--- src/core/crtvx_pkg.sv ---
// crtvx package: register indices, field positions, reset values and carrier types
package crtvx_pkg;

    // crt controller indices of registers held in this block
    localparam logic [7:0] IDX_VERT_TOTAL_LOW = 8'h06;
    localparam logic [7:0] IDX_OVERFLOW = 8'h07;
    localparam logic [7:0] IDX_MAX_SCAN_LINE = 8'h09;
    localparam logic [7:0] IDX_START_ADDR_MID = 8'h0C;
    localparam logic [7:0] IDX_START_ADDR_LOW = 8'h0D;
    localparam logic [7:0] IDX_VERT_SYNC_START_LOW = 8'h10;
    localparam logic [7:0] IDX_VERT_DISPLAY_END_LOW = 8'h12;
    localparam logic [7:0] IDX_ROW_OFFSET_LOW = 8'h13;
    localparam logic [7:0] IDX_VERT_BLANK_START_LOW = 8'h15;
    localparam logic [7:0] IDX_EXT_VERT_TOTAL_HIGH = 8'h30;
    localparam logic [7:0] IDX_EXT_VERT_DISPLAY_END_HIGH = 8'h31;
    localparam logic [7:0] IDX_EXT_VERT_SYNC_START_HIGH = 8'h32;
    localparam logic [7:0] IDX_EXT_VERT_BLANK_START_HIGH = 8'h33;
    localparam logic [7:0] IDX_EXT_START_ADDRESS_HIGH = 8'h40;
    localparam logic [7:0] IDX_EXT_ROW_OFFSET_HIGH = 8'h41;

    // field positions
    localparam int OVF_VERT_TOTAL_B8 = 0;
    localparam int OVF_DISPLAY_END_B8 = 1;
    localparam int OVF_SYNC_START_B8 = 2;
    localparam int OVF_BLANK_START_B8 = 3;
    localparam int OVF_VERT_TOTAL_B9 = 5;
    localparam int OVF_DISPLAY_END_B9 = 6;
    localparam int OVF_SYNC_START_B9 = 7;
    localparam int MSL_BLANK_START_B9 = 5;
    localparam int EXT_SA_UPDATE_REQ_BIT = 7;
    localparam int IOCTL_EXT_MODE_BIT = 0;
    localparam int CLKMODE_DWORD_BIT = 2;

    // reset values
    localparam logic [7:0] REG_RESET = 8'h00;
    localparam logic [11:0] LINE_RESET = 12'h000;
    localparam logic [19:0] START_RESET = 20'h00000;
    localparam logic [13:0] STRIDE_RESET = 14'h0000;

    // host access on the indexed i/o ports; sel low is the index port
    typedef struct packed {
        logic rd;
        logic wr;
        logic sel;
        logic [7:0] wdata;
    } crtvx_io_t;

    // composed timing and addressing values
    typedef struct packed {
        logic [11:0] vert_total;
        logic [11:0] display_end;
        logic [11:0] sync_start;
        logic [11:0] blank_start;
        logic [11:0] row_offset;
    } crtvx_timing_t;

endpackage

--- src/core/crtvx_regs.sv ---
// crtvx_regs: crt vertical extension registers, line counter and start address double buffer
`timescale 1ns/100ps

module crtvx_regs (
    // clock and reset
    input wire logic core_clk,
    input wire logic nrst,
    // indexed i/o port access
    input wire crtvx_pkg::crtvx_io_t io_req,
    output logic [7:0] io_rdata,
    output logic io_rack,
    // mode inputs from other register groups
    input wire logic [7:0] io_control_reg,
    input wire logic [7:0] clocking_mode_reg,
    // horizontal timing
    input wire logic line_end,
    // vertical timing outputs
    output logic [11:0] scan_line,
    output logic disp_en,
    output logic vsync_start,
    output logic vblank,
    // addressing outputs
    output logic [19:0] start_addr,
    output logic [11:0] row_offset,
    output logic [13:0] row_stride_bytes,
    output logic ext_mode
);

    // compose a 10-bit or 12-bit value from its parts
    function automatic logic [11:0] compose(input logic ext, input logic [7:0] hi,
                                             input logic b9, input logic b8,
                                             input logic [7:0] low);
        logic [11:0] v;
        if (ext) begin
            v = {hi[3:0], low};
        end else begin
            v = {2'b00, b9, b8, low};
        end
        return v;
    endfunction

    // start address from its high nibble and the two base bytes
    function automatic logic [19:0] start_of(input logic [3:0] hi, input logic [7:0] mid,
                                             input logic [7:0] low);
        return {hi, mid, low};
    endfunction

    // register file state
    logic [7:0] index;
    logic [7:0] vt_low, overflow, max_scan, sa_mid, sa_low;
    logic [7:0] vss_low, vde_low, ofs_low, vbs_low;
    logic [7:0] ext_vt, ext_vde, ext_vss, ext_vbs, ext_sa, ext_ofs;
    logic [7:0] next_index;
    logic [7:0] next_vt_low, next_overflow, next_max_scan, next_sa_mid, next_sa_low;
    logic [7:0] next_vss_low, next_vde_low, next_ofs_low, next_vbs_low;
    logic [7:0] next_ext_vt, next_ext_vde, next_ext_vss, next_ext_vbs;
    logic [7:0] next_ext_sa, next_ext_ofs;
    logic [7:0] next_io_rdata;
    logic next_io_rack;

    // timing state
    logic [11:0] next_scan_line;
    logic next_disp_en, next_vsync_start, next_vblank, next_ext_mode;
    logic [19:0] next_start_addr;
    logic [11:0] next_row_offset;
    logic [13:0] next_row_stride_bytes;

    // combinational helpers
    crtvx_pkg::crtvx_timing_t tim;
    logic ext;
    logic data_wr;
    logic [11:0] line_inc;
    logic [12:0] last_line;
    logic sync_hit;
    logic transfer;

    // mode is live: a width change reaches the compares at the next line_end
    assign ext = io_control_reg[crtvx_pkg::IOCTL_EXT_MODE_BIT];
    assign data_wr = io_req.wr & io_req.sel;

    // composed values, recomputed every cycle from the live registers
    always_comb begin
        tim.vert_total = compose(ext, ext_vt, overflow[crtvx_pkg::OVF_VERT_TOTAL_B9],
                                 overflow[crtvx_pkg::OVF_VERT_TOTAL_B8], vt_low);
        tim.display_end = compose(ext, ext_vde, overflow[crtvx_pkg::OVF_DISPLAY_END_B9],
                                  overflow[crtvx_pkg::OVF_DISPLAY_END_B8], vde_low);
        tim.sync_start = compose(ext, ext_vss, overflow[crtvx_pkg::OVF_SYNC_START_B9],
                                 overflow[crtvx_pkg::OVF_SYNC_START_B8], vss_low);
        tim.blank_start = compose(ext, ext_vbs, max_scan[crtvx_pkg::MSL_BLANK_START_B9],
                                  overflow[crtvx_pkg::OVF_BLANK_START_B8], vbs_low);
        if (ext) begin
            tim.row_offset = {ext_ofs[3:0], ofs_low};
        end else begin
            tim.row_offset = {4'h0, ofs_low};
        end
    end

    // register writes and reads over the index and data ports
    always_comb begin
        next_index = index;
        next_vt_low = vt_low;
        next_overflow = overflow;
        next_max_scan = max_scan;
        next_sa_mid = sa_mid;
        next_sa_low = sa_low;
        next_vss_low = vss_low;
        next_vde_low = vde_low;
        next_ofs_low = ofs_low;
        next_vbs_low = vbs_low;
        next_ext_vt = ext_vt;
        next_ext_vde = ext_vde;
        next_ext_vss = ext_vss;
        next_ext_vbs = ext_vbs;
        next_ext_sa = ext_sa;
        next_ext_ofs = ext_ofs;
        // hardware clear first so a same-cycle software write wins
        if (transfer) begin
            next_ext_sa[crtvx_pkg::EXT_SA_UPDATE_REQ_BIT] = 1'b0;
        end
        if (io_req.wr && !io_req.sel) begin
            next_index = io_req.wdata;
        end
        if (data_wr) begin
            // reserved bits are stored as written; software keeps them zero
            // unmapped indices fall to the default branch and are dropped
            case (index)
                crtvx_pkg::IDX_VERT_TOTAL_LOW: next_vt_low = io_req.wdata;
                crtvx_pkg::IDX_OVERFLOW: next_overflow = io_req.wdata;
                crtvx_pkg::IDX_MAX_SCAN_LINE: next_max_scan = io_req.wdata;
                crtvx_pkg::IDX_START_ADDR_MID: next_sa_mid = io_req.wdata;
                crtvx_pkg::IDX_START_ADDR_LOW: next_sa_low = io_req.wdata;
                crtvx_pkg::IDX_VERT_SYNC_START_LOW: next_vss_low = io_req.wdata;
                crtvx_pkg::IDX_VERT_DISPLAY_END_LOW: next_vde_low = io_req.wdata;
                crtvx_pkg::IDX_ROW_OFFSET_LOW: next_ofs_low = io_req.wdata;
                crtvx_pkg::IDX_VERT_BLANK_START_LOW: next_vbs_low = io_req.wdata;
                crtvx_pkg::IDX_EXT_VERT_TOTAL_HIGH: next_ext_vt = io_req.wdata;
                crtvx_pkg::IDX_EXT_VERT_DISPLAY_END_HIGH: next_ext_vde = io_req.wdata;
                crtvx_pkg::IDX_EXT_VERT_SYNC_START_HIGH: next_ext_vss = io_req.wdata;
                crtvx_pkg::IDX_EXT_VERT_BLANK_START_HIGH: next_ext_vbs = io_req.wdata;
                crtvx_pkg::IDX_EXT_START_ADDRESS_HIGH: next_ext_sa = io_req.wdata;
                crtvx_pkg::IDX_EXT_ROW_OFFSET_HIGH: next_ext_ofs = io_req.wdata;
                default: next_index = index;
            endcase
        end
        // read data is zero outside a read, so outer read muxes can simply or
        next_io_rack = io_req.rd;
        next_io_rdata = 8'h00;
        if (io_req.rd && !io_req.sel) begin
            next_io_rdata = index;
        end else if (io_req.rd) begin
            case (index)
                crtvx_pkg::IDX_VERT_TOTAL_LOW: next_io_rdata = vt_low;
                crtvx_pkg::IDX_OVERFLOW: next_io_rdata = overflow;
                crtvx_pkg::IDX_MAX_SCAN_LINE: next_io_rdata = max_scan;
                crtvx_pkg::IDX_START_ADDR_MID: next_io_rdata = sa_mid;
                crtvx_pkg::IDX_START_ADDR_LOW: next_io_rdata = sa_low;
                crtvx_pkg::IDX_VERT_SYNC_START_LOW: next_io_rdata = vss_low;
                crtvx_pkg::IDX_VERT_DISPLAY_END_LOW: next_io_rdata = vde_low;
                crtvx_pkg::IDX_ROW_OFFSET_LOW: next_io_rdata = ofs_low;
                crtvx_pkg::IDX_VERT_BLANK_START_LOW: next_io_rdata = vbs_low;
                crtvx_pkg::IDX_EXT_VERT_TOTAL_HIGH: next_io_rdata = ext_vt;
                crtvx_pkg::IDX_EXT_VERT_DISPLAY_END_HIGH: next_io_rdata = ext_vde;
                crtvx_pkg::IDX_EXT_VERT_SYNC_START_HIGH: next_io_rdata = ext_vss;
                crtvx_pkg::IDX_EXT_VERT_BLANK_START_HIGH: next_io_rdata = ext_vbs;
                crtvx_pkg::IDX_EXT_START_ADDRESS_HIGH: next_io_rdata = ext_sa;
                crtvx_pkg::IDX_EXT_ROW_OFFSET_HIGH: next_io_rdata = ext_ofs;
                default: next_io_rdata = 8'h00;
            endcase
        end
    end

    // every register clears to zero; the live mode input sets widths afresh
    always_ff @(posedge core_clk or negedge nrst) begin
        if (!nrst) begin
            index <= crtvx_pkg::REG_RESET;
            vt_low <= crtvx_pkg::REG_RESET;
            overflow <= crtvx_pkg::REG_RESET;
            max_scan <= crtvx_pkg::REG_RESET;
            sa_mid <= crtvx_pkg::REG_RESET;
            sa_low <= crtvx_pkg::REG_RESET;
            vss_low <= crtvx_pkg::REG_RESET;
            vde_low <= crtvx_pkg::REG_RESET;
            ofs_low <= crtvx_pkg::REG_RESET;
            vbs_low <= crtvx_pkg::REG_RESET;
            ext_vt <= crtvx_pkg::REG_RESET;
            ext_vde <= crtvx_pkg::REG_RESET;
            ext_vss <= crtvx_pkg::REG_RESET;
            ext_vbs <= crtvx_pkg::REG_RESET;
            ext_sa <= crtvx_pkg::REG_RESET;
            ext_ofs <= crtvx_pkg::REG_RESET;
            io_rdata <= crtvx_pkg::REG_RESET;
            io_rack <= 1'b0;
        end else begin
            index <= next_index;
            vt_low <= next_vt_low;
            overflow <= next_overflow;
            max_scan <= next_max_scan;
            sa_mid <= next_sa_mid;
            sa_low <= next_sa_low;
            vss_low <= next_vss_low;
            vde_low <= next_vde_low;
            ofs_low <= next_ofs_low;
            vbs_low <= next_vbs_low;
            ext_vt <= next_ext_vt;
            ext_vde <= next_ext_vde;
            ext_vss <= next_ext_vss;
            ext_vbs <= next_ext_vbs;
            ext_sa <= next_ext_sa;
            ext_ofs <= next_ext_ofs;
            io_rdata <= next_io_rdata;
            io_rack <= next_io_rack;
        end
    end

    // line counter wraps after vertical total plus one, i.e. total lines = value + 2
    assign last_line = {1'b0, tim.vert_total} + 13'h0001;
    assign line_inc = ({1'b0, scan_line} >= last_line) ? 12'h000 : scan_line + 12'h001;
    assign sync_hit = line_end && (line_inc == tim.sync_start);
    // mid and low bytes are taken live at the sync edge, so they must be written first
    // the request bit is inert unless extended mode is on
    assign transfer = sync_hit && ext && ext_sa[crtvx_pkg::EXT_SA_UPDATE_REQ_BIT];

    always_comb begin
        next_scan_line = scan_line;
        next_disp_en = disp_en;
        next_vblank = vblank;
        // a one-cycle strobe; the sync width belongs to the base timing logic
        next_vsync_start = sync_hit;
        next_ext_mode = ext;
        if (line_end) begin
            next_scan_line = line_inc;
            next_disp_en = (line_inc <= tim.display_end);
            if (line_inc == tim.blank_start) begin
                next_vblank = 1'b1;
            end else if (line_inc == 12'h000) begin
                // blank end lives elsewhere; here it drops at frame wrap
                next_vblank = 1'b0;
            end
        end
        next_start_addr = start_addr;
        // entering extended mode keeps the last address until a requested transfer
        if (!ext) begin
            next_start_addr = start_of(4'h0, sa_mid, sa_low);
        end else if (transfer) begin
            next_start_addr = start_of(ext_sa[3:0], sa_mid, sa_low);
        end
        next_row_offset = tim.row_offset;
        // dword pitch is four bytes per unit, word pitch two
        if (clocking_mode_reg[crtvx_pkg::CLKMODE_DWORD_BIT]) begin
            next_row_stride_bytes = {tim.row_offset, 2'b00};
        end else begin
            next_row_stride_bytes = {1'b0, tim.row_offset, 1'b0};
        end
    end

    always_ff @(posedge core_clk or negedge nrst) begin
        if (!nrst) begin
            scan_line <= crtvx_pkg::LINE_RESET;
            disp_en <= 1'b0;
            vsync_start <= 1'b0;
            vblank <= 1'b0;
            ext_mode <= 1'b0;
            start_addr <= crtvx_pkg::START_RESET;
            row_offset <= crtvx_pkg::LINE_RESET;
            row_stride_bytes <= crtvx_pkg::STRIDE_RESET;
        end else begin
            scan_line <= next_scan_line;
            disp_en <= next_disp_en;
            vsync_start <= next_vsync_start;
            vblank <= next_vblank;
            ext_mode <= next_ext_mode;
            start_addr <= next_start_addr;
            row_offset <= next_row_offset;
            row_stride_bytes <= next_row_stride_bytes;
        end
    end

endmodule

--- config.mk ---
export PLATFORM = sky130hd
export DESIGN_NAME = crtvx_regs
export DESIGN_NICKNAME = d
export VERILOG_FILES = /design/src/core/crtvx_pkg.sv /design/src/core/crtvx_regs.sv
export SDC_FILE = /design/constraint.sdc
export NUM_CORES = 1
export LEC_CHECK = 0
export BUFFER_PORTS_ARGS = -buffer_cell sky130_fd_sc_hd__buf_2
export CORE_ASPECT_RATIO = 1.25
export CORE_MARGIN = 1
export CORE_UTILIZATION = 60
export DETAILED_ROUTE_END_ITERATION = 7
export PLACE_DENSITY = 0.81
export RECOVER_POWER = 100
export REMOVE_ABC_BUFFERS = 1
export SYNTH_ARGS = -nofsm -noshare
export SYNTH_HDL_FRONTEND = slang
export SYNTH_SLANG_ARGS = --single-unit
--- constraint.sdc ---
create_clock -name core_clk -period 12.2 [get_ports core_clk]
set_input_delay 3.66 -clock core_clk [delete_from_list [all_inputs] [get_ports core_clk]]
set_output_delay 3.66 -clock core_clk [all_outputs]
set_load 0.02 [all_outputs]
# ---- Word-level counts from Yosys, hierarchy flattened
# Cells that the tools add are included.
dict set report word_totals {
  romBits 0
  ramBits 0
  latch_bits 0
  ff_bits 199
  inputBits 30
  elab_cells 96
  n_memories 0
  output_inout_bits 71
}
dict set report classes {
  n_addsub 2
  n_reduce_logical 25
  magnitude_cmp 2
  n_shift 0
  eq_ne 19
  bitwise 1
  n_div 0
  n_mux 20
  multipliers 0
}
# operator n
set ops {}
lappend ops {{$pmux 8 s15} 1}
lappend ops {{$mux 12} 6}
lappend ops {{$mux 8} 7}
lappend ops {{$mux 20} 2}
lappend ops {{$eq 8x5->1 const B} 4}
lappend ops {{$eq 8x6->1 const B} 4}
lappend ops {{$reduce_and 2->1} 16}
lappend ops {{$eq 12x12->1} 2}
lappend ops {{$eq 8x4->1 const B} 3}
lappend ops {{$eq 8x3->1 const B} 2}
lappend ops {{$eq 8x7->1 const B} 2}
lappend ops {{$reduce_or 15->1} 1}
lappend ops {{$mux 14} 1}
lappend ops {{$add 12x1->13 const B} 1}
lappend ops {{$ge 12x13->1} 1}
lappend ops {{$add 12x1->12 const B} 1}
lappend ops {{$le 12x12->1} 1}
lappend ops {{$logic_not 12->1} 1}
lappend ops {{$logic_and 1x1->1} 5}
lappend ops {{$mux 1} 3}
lappend ops {{$ne 2x1->1 const B} 1}
lappend ops {{$ne 2x2->1 const B} 1}
lappend ops {{$reduce_bool 2->1} 1}
lappend ops {{$and 1x1->1} 1}
lappend ops {{$logic_not 1->1} 1}

# ---- Longest topological paths before layout
dict set report depth {
  ltp_word 11
  ltp_mapped 24
  depth_no_buf 20
}

# ---- Least setup slack after synthesis
# No wires, ideal clock.
dict set report synth_timing {
  path_kind {input -> register}
  start {input io_control_reg[0]}
  end {register disp_en}
  setup_ns 0.065
  required_time_ns 12.135
  arrival_ns 7.717
  setup_slack_ns 4.418
  path_buffers 5
  stages 23
  path_cell_list {buf_2 -> buf_1 -> mux2i_1 -> nor3_1 -> nand3_1 -> xnor2_1 -> nand2_1 -> ha_1 -> nand3_1 -> a21o_1 -> a31oi_1 -> buf_6 -> clkbuf_1 -> buf_1 -> nor2_1 -> ha_1 -> nor2b_1 -> o21ai_0 -> nand2b_1 -> a21oi_1 -> nor3_1 -> a2111oi_0 -> o22a_1}
}
dict set report synth_between {
  elab_chain_len 5
  word_cells_on_any_way 6
  classes_between {add/sub (1); order compare (2); mux (3)}
}
# item line_no
set synth_rtl {}
lappend synth_rtl {{start, declared} crtvx_regs.sv:13} ;# input wire logic [7:0] io_control_reg,
lappend synth_rtl {{$mux 12} crtvx_regs.sv:34} ;# if (ext) begin
lappend synth_rtl {{$add 12x1->13} crtvx_regs.sv:216} ;# assign last_line = {1'b0, tim.vert_total} + 13'h0001;
lappend synth_rtl {{$ge 12x13->1} crtvx_regs.sv:217} ;# assign line_inc = ({1'b0, scan_line} >= last_line) ? 12'h000 : scan_line + 12'h001;
lappend synth_rtl {{$mux 12} crtvx_regs.sv:217}
lappend synth_rtl {{via line_inc[1]} crtvx_regs.sv:72} ;# logic [11:0] line_inc;
lappend synth_rtl {{$le 12x12->1} crtvx_regs.sv:232} ;# next_disp_en = (line_inc <= tim.display_end);
lappend synth_rtl {{end signal, assigned} crtvx_regs.sv:268} ;# disp_en <= next_disp_en;
lappend synth_rtl {{end, declared} crtvx_regs.sv:19} ;# output logic disp_en,
# The timed path passes the listed nets, and every way through them passes these cells.
# A chain may end at the register's enable or synchronous reset.

# ---- Worst setup path in the final report
# Same ends and word-level chain as after synthesis.

==> results.txt <==
----------------------------------------------------
[Routing]
  Total number of vias ... 7,466
  Wire length after detailed routing ... 26,600 um
  Average wire length per cell after detail routing ... 23.7 um
  Remaining routing DRC violations ... 0
  DR iter-0 viols ... 769
  Average vias per placed instance ... 6.66
  Number of iterations in the first detailed-routing pass ... 6
  ANT nets after route ... 0

[Placed design]
  Instance area after placement ... 10,500 sq um
  Worst Setup Slack post-DPL ... 3990 ps
  Weighted congestion at the end of routability-driven global placement ... 0.937
  Port buffer count ... 85
  Post-DP HPWL ... 18,300 um

[STA]
  Final min period ... 9630 ps
  Share of the clock period used by the worst path after layout ... 78.9%
  Relative max-transition margin ... -124%
  Final-report max-slew violation count ... 102
  Number of failing hold endpoints at the final stage ... 0
  Setup repair after global routing missed its margin ... no
  Setup violation total in the final timing report ... 0
  Measured slew at the worst slew-check pin ... 3360 ps
  Total Neg Setup Slack ... 0 ps
  Max frequency ... 104 MHz
  Skew final ... 6.39 ps
  Fin worst setup slack ... 2570 ps

[Logic synthesis]
  Predominant post-synthesis flop cell ... dfrtp_1
  Post-Syn Area ... 9880 sq um
  Mapped Avg Cell Area ... 12.0 sq um
  Post-synthesis register bit count ... 198
  Post-synth EDFFs ... 0
  Warnings, synthesis ... 0
  Share of flip-flops with an asynchronous set or reset ... 100%
  Share of the yosys chip area belonging to registers ... 50.1%
  Gate Count Post-Synth ... 821
  Number of distinct library cells after synthesis ... 67

[Worst setup path]
  Cell-by-cell listing of the critical path ... clkbuf_1 > mux2i_1 > nor3_1 > nand3_1 > xnor2_1 > nand2_1 > ha_1 > a21oi_1 > a21o_1 > a31oi_2 > clkbuf_1 > nor2_1 > ha_1 > a21o_1 > a21o_1 > a21oi_1 > nor2_1 > a2111oi_0 > o22a_1
  Buffer and inverter count on the worst path ... 2
  Critical-path top delay cell ... clkbuf_1
  Class of the most critical setup path ... input port to flop
  Nature of the critical path endpoint ... flop
  Critical path arrival ... 10,000 ps
  Largest fanout on the critical path ... 38
  Largest delay share family, worst path ... buffers and inverters
  Required @ worst endpoint ... 12,570 ps
  Peak per-stage delay on the critical path ... 1270 ps
  Critical path launch point type ... input port
  CP most frequent cell ... a21o_1

[Cells and area]
  ANT cells ... 0
  Layout net count ... 950
  Core occupancy in the finished layout ... 67.6%
  Most common cell after layout, fill and taps aside ... dfrtp_1
  Area grow syn2layout ... 10.3%
  Post-route cell area ... 10,900 sq um
  Proportion of layout cells with a drive suffix above 1 ... 23.1%
  Commonest cells after routing, fill and taps aside ... dfrtp_1, mux2_2, clkbuf_1, nand2_1, nor2_1

[Floorplan]
  Standard-cell rows ... 52
  Starting density of the core ... 61.2%
  Die width ... 117 um
  Total core area ... 16,100 sq um
  Die height ... 145 um
  DIE AREA ... 17,000 sq um
  Total I/O pin count ... 101

[Power]
  Static leakage ... 0.00513 uW
  Pwr/cell area ... 186 nW/um^2
  Max rail drop VDD ... 0.139 mV

[Clock network]
  Setup bufs post-CTS ... 0
  H-Tree Level Count ... 4
  Post-cts resize count ... 0
  Number of sinks driven by the clock tree ... 198
  Worst skew pair latency ... 440 ps
  Clock-pin slew on the worst setup and hold paths ... 70 ps
  Hold-fix buffers at CTS ... 0
  Clock tree from TritonCTS ... built
  Num CTS Buffers ... 17
  Clock Tree Buf Depth ... 2
  Clk root buf ... clkbuf_16

[GRT]
  Initial antenna violation count ... 0
  Number of global-route vias before repair ... 7,325
  Global-route wire length before repair ... 41,700 um
  Total congestion overflow after global routing ... 0
  GRT Total Usage ... 33.6%
  Pin count of the biggest net entering global routing ... 138

[Flow run]
  Maxcap violations ... 2

[Outcome]
  Violations in the final reports ... max-capacitance violations, max-slew violations
  Result of the run ... finished with violations

[Min path]
  Hold Path Class ... flop to flop

----------------------------------------------------
sequential cells by signal, summed over array words and instances, names as in the netlist, 12 cells and up:
signal and count:
start_addr 20, scan_line 12, row_stride_bytes 13, row_offset 12
final timing paths:
path | start | endpoint | slack [ps] | cells past startpoint
worst min register to register | ofs_low[2]$_DFFE_PN0P_ | row_offset[2]$_DFF_PN0_ | 490 | 0
worst min-delay path | ofs_low[2]$_DFFE_PN0P_ | row_offset[2]$_DFF_PN0_ | 490 | 0
worst max-delay path | io_control_reg[0] | disp_en$_DFFE_PN0P_ | 2570 | 19
min in group asynchronous | nrst | scan_line[3]$_DFFE_PN0P_ | 3390 | 1
worst max register to register | vt_low[2]$_DFFE_PN0P_ | disp_en$_DFFE_PN0P_ | 6510 | 20
max in group asynchronous | nrst | ext_vt[7]$_DFFE_PN0P_ | 5040 | 2
layout make-up:
cell class                      count  area [sq um]
Clock buffer                       20           457
Clock inverter                     10           113
Fill cell                        1270          5240
Inverter                           18          67.6
Multi-Input combinational cell    568          4660
Sequential cell                   198          4950
Tap cell                          216           270
Timing Repair Buffer               91           379
cells in the mapped netlist (2+ instances only):
cell type / instances / share of area, %
a22oi_1: 35 / 2.7
and4_4: 2 / 0.23
o21ai_0: 20 / 1.0
buf_1: 6 / 0.23
nand2b_1: 5 / 0.32
nor4_2: 2 / 0.25
a221oi_1: 7 / 0.62
a21oi_1: 18 / 0.91
or4_1: 3 / 0.23
mux2i_1: 15 / 1.5
xor2_1: 15 / 1.3
ha_1: 26 / 3.3
o22ai_1: 4 / 0.25
inv_1: 18 / 0.68
o21a_1: 2 / 0.15
a21o_1: 9 / 0.68
nor4_1: 5 / 0.32
nand3_1: 27 / 1.4
mux2_4: 10 / 1.5
buf_6: 2 / 0.23
a31oi_1: 9 / 0.57
o32ai_1: 3 / 0.27
a22o_1: 4 / 0.35
o31ai_1: 2 / 0.15
clkbuf_1: 27 / 1.0
dfrtp_1: 198 / 50
o211ai_1: 2 / 0.15
nor2b_1: 5 / 0.32
and2_1: 8 / 0.51
or4b_2: 2 / 0.20
a222oi_1: 9 / 0.91
xnor2_1: 15 / 1.3
nand2_1: 55 / 2.1
nor3_1: 10 / 0.51
mux2_2: 152 / 17
nor3b_1: 4 / 0.30
and4_1: 2 / 0.18
nor2_1: 38 / 1.4
nand4_1: 16 / 1.0
and3_1: 2 / 0.13
where the power goes:
part	internal [uW]	total (uW)	switching, uW
logic	253	656	403
clock network	296	550	254
registers	720	816	95.6
total	1270	2020	753
kinds of logic after synthesis:
| logic type | count (synthesis) | synth area share [%] |
|---|---|---|
| and+or+nand+nor | 193 | 10.2 |
| adders and majority gates | 26 | 3.29 |
| AOI/OAI and AO/OA | 138 | 10.4 |
| DFF | 198 | 50.1 |
| xor gates and xnor gates | 33 | 3.29 |
| other | 1 | 0.0380 |
| muxes | 177 | 20.4 |
| buffers and inverters | 55 | 2.29 |
metrics by stage:
| stage | hold slack, ps | instances | total power, uW |
|---|---|---|---|
| 6_report | 488 | 1121 | 2020 |
| 5_1_grt | 507 | 1121 | 2130 |
| 4_1_cts | 494 | 1121 | 2040 |
| 3_5_place_dp | 449 | 1091 | 1490 |
| 3_3_place_gp | 449 | 1091 | 1470 |
| 2_1_floorplan | 397 | 784 | 1270 |
routing by layer:
metal  global-route usage, %  routed length [um]  vias up
li1                        -                   -     3208
met1                    42.8               10200     3712
met2                    52.0               12500      421
met3                    6.91                1950      125
met4                    21.6                1970        0
met5                       0                   0        -
No activity file was read; power rests on OpenSTA's default activity.
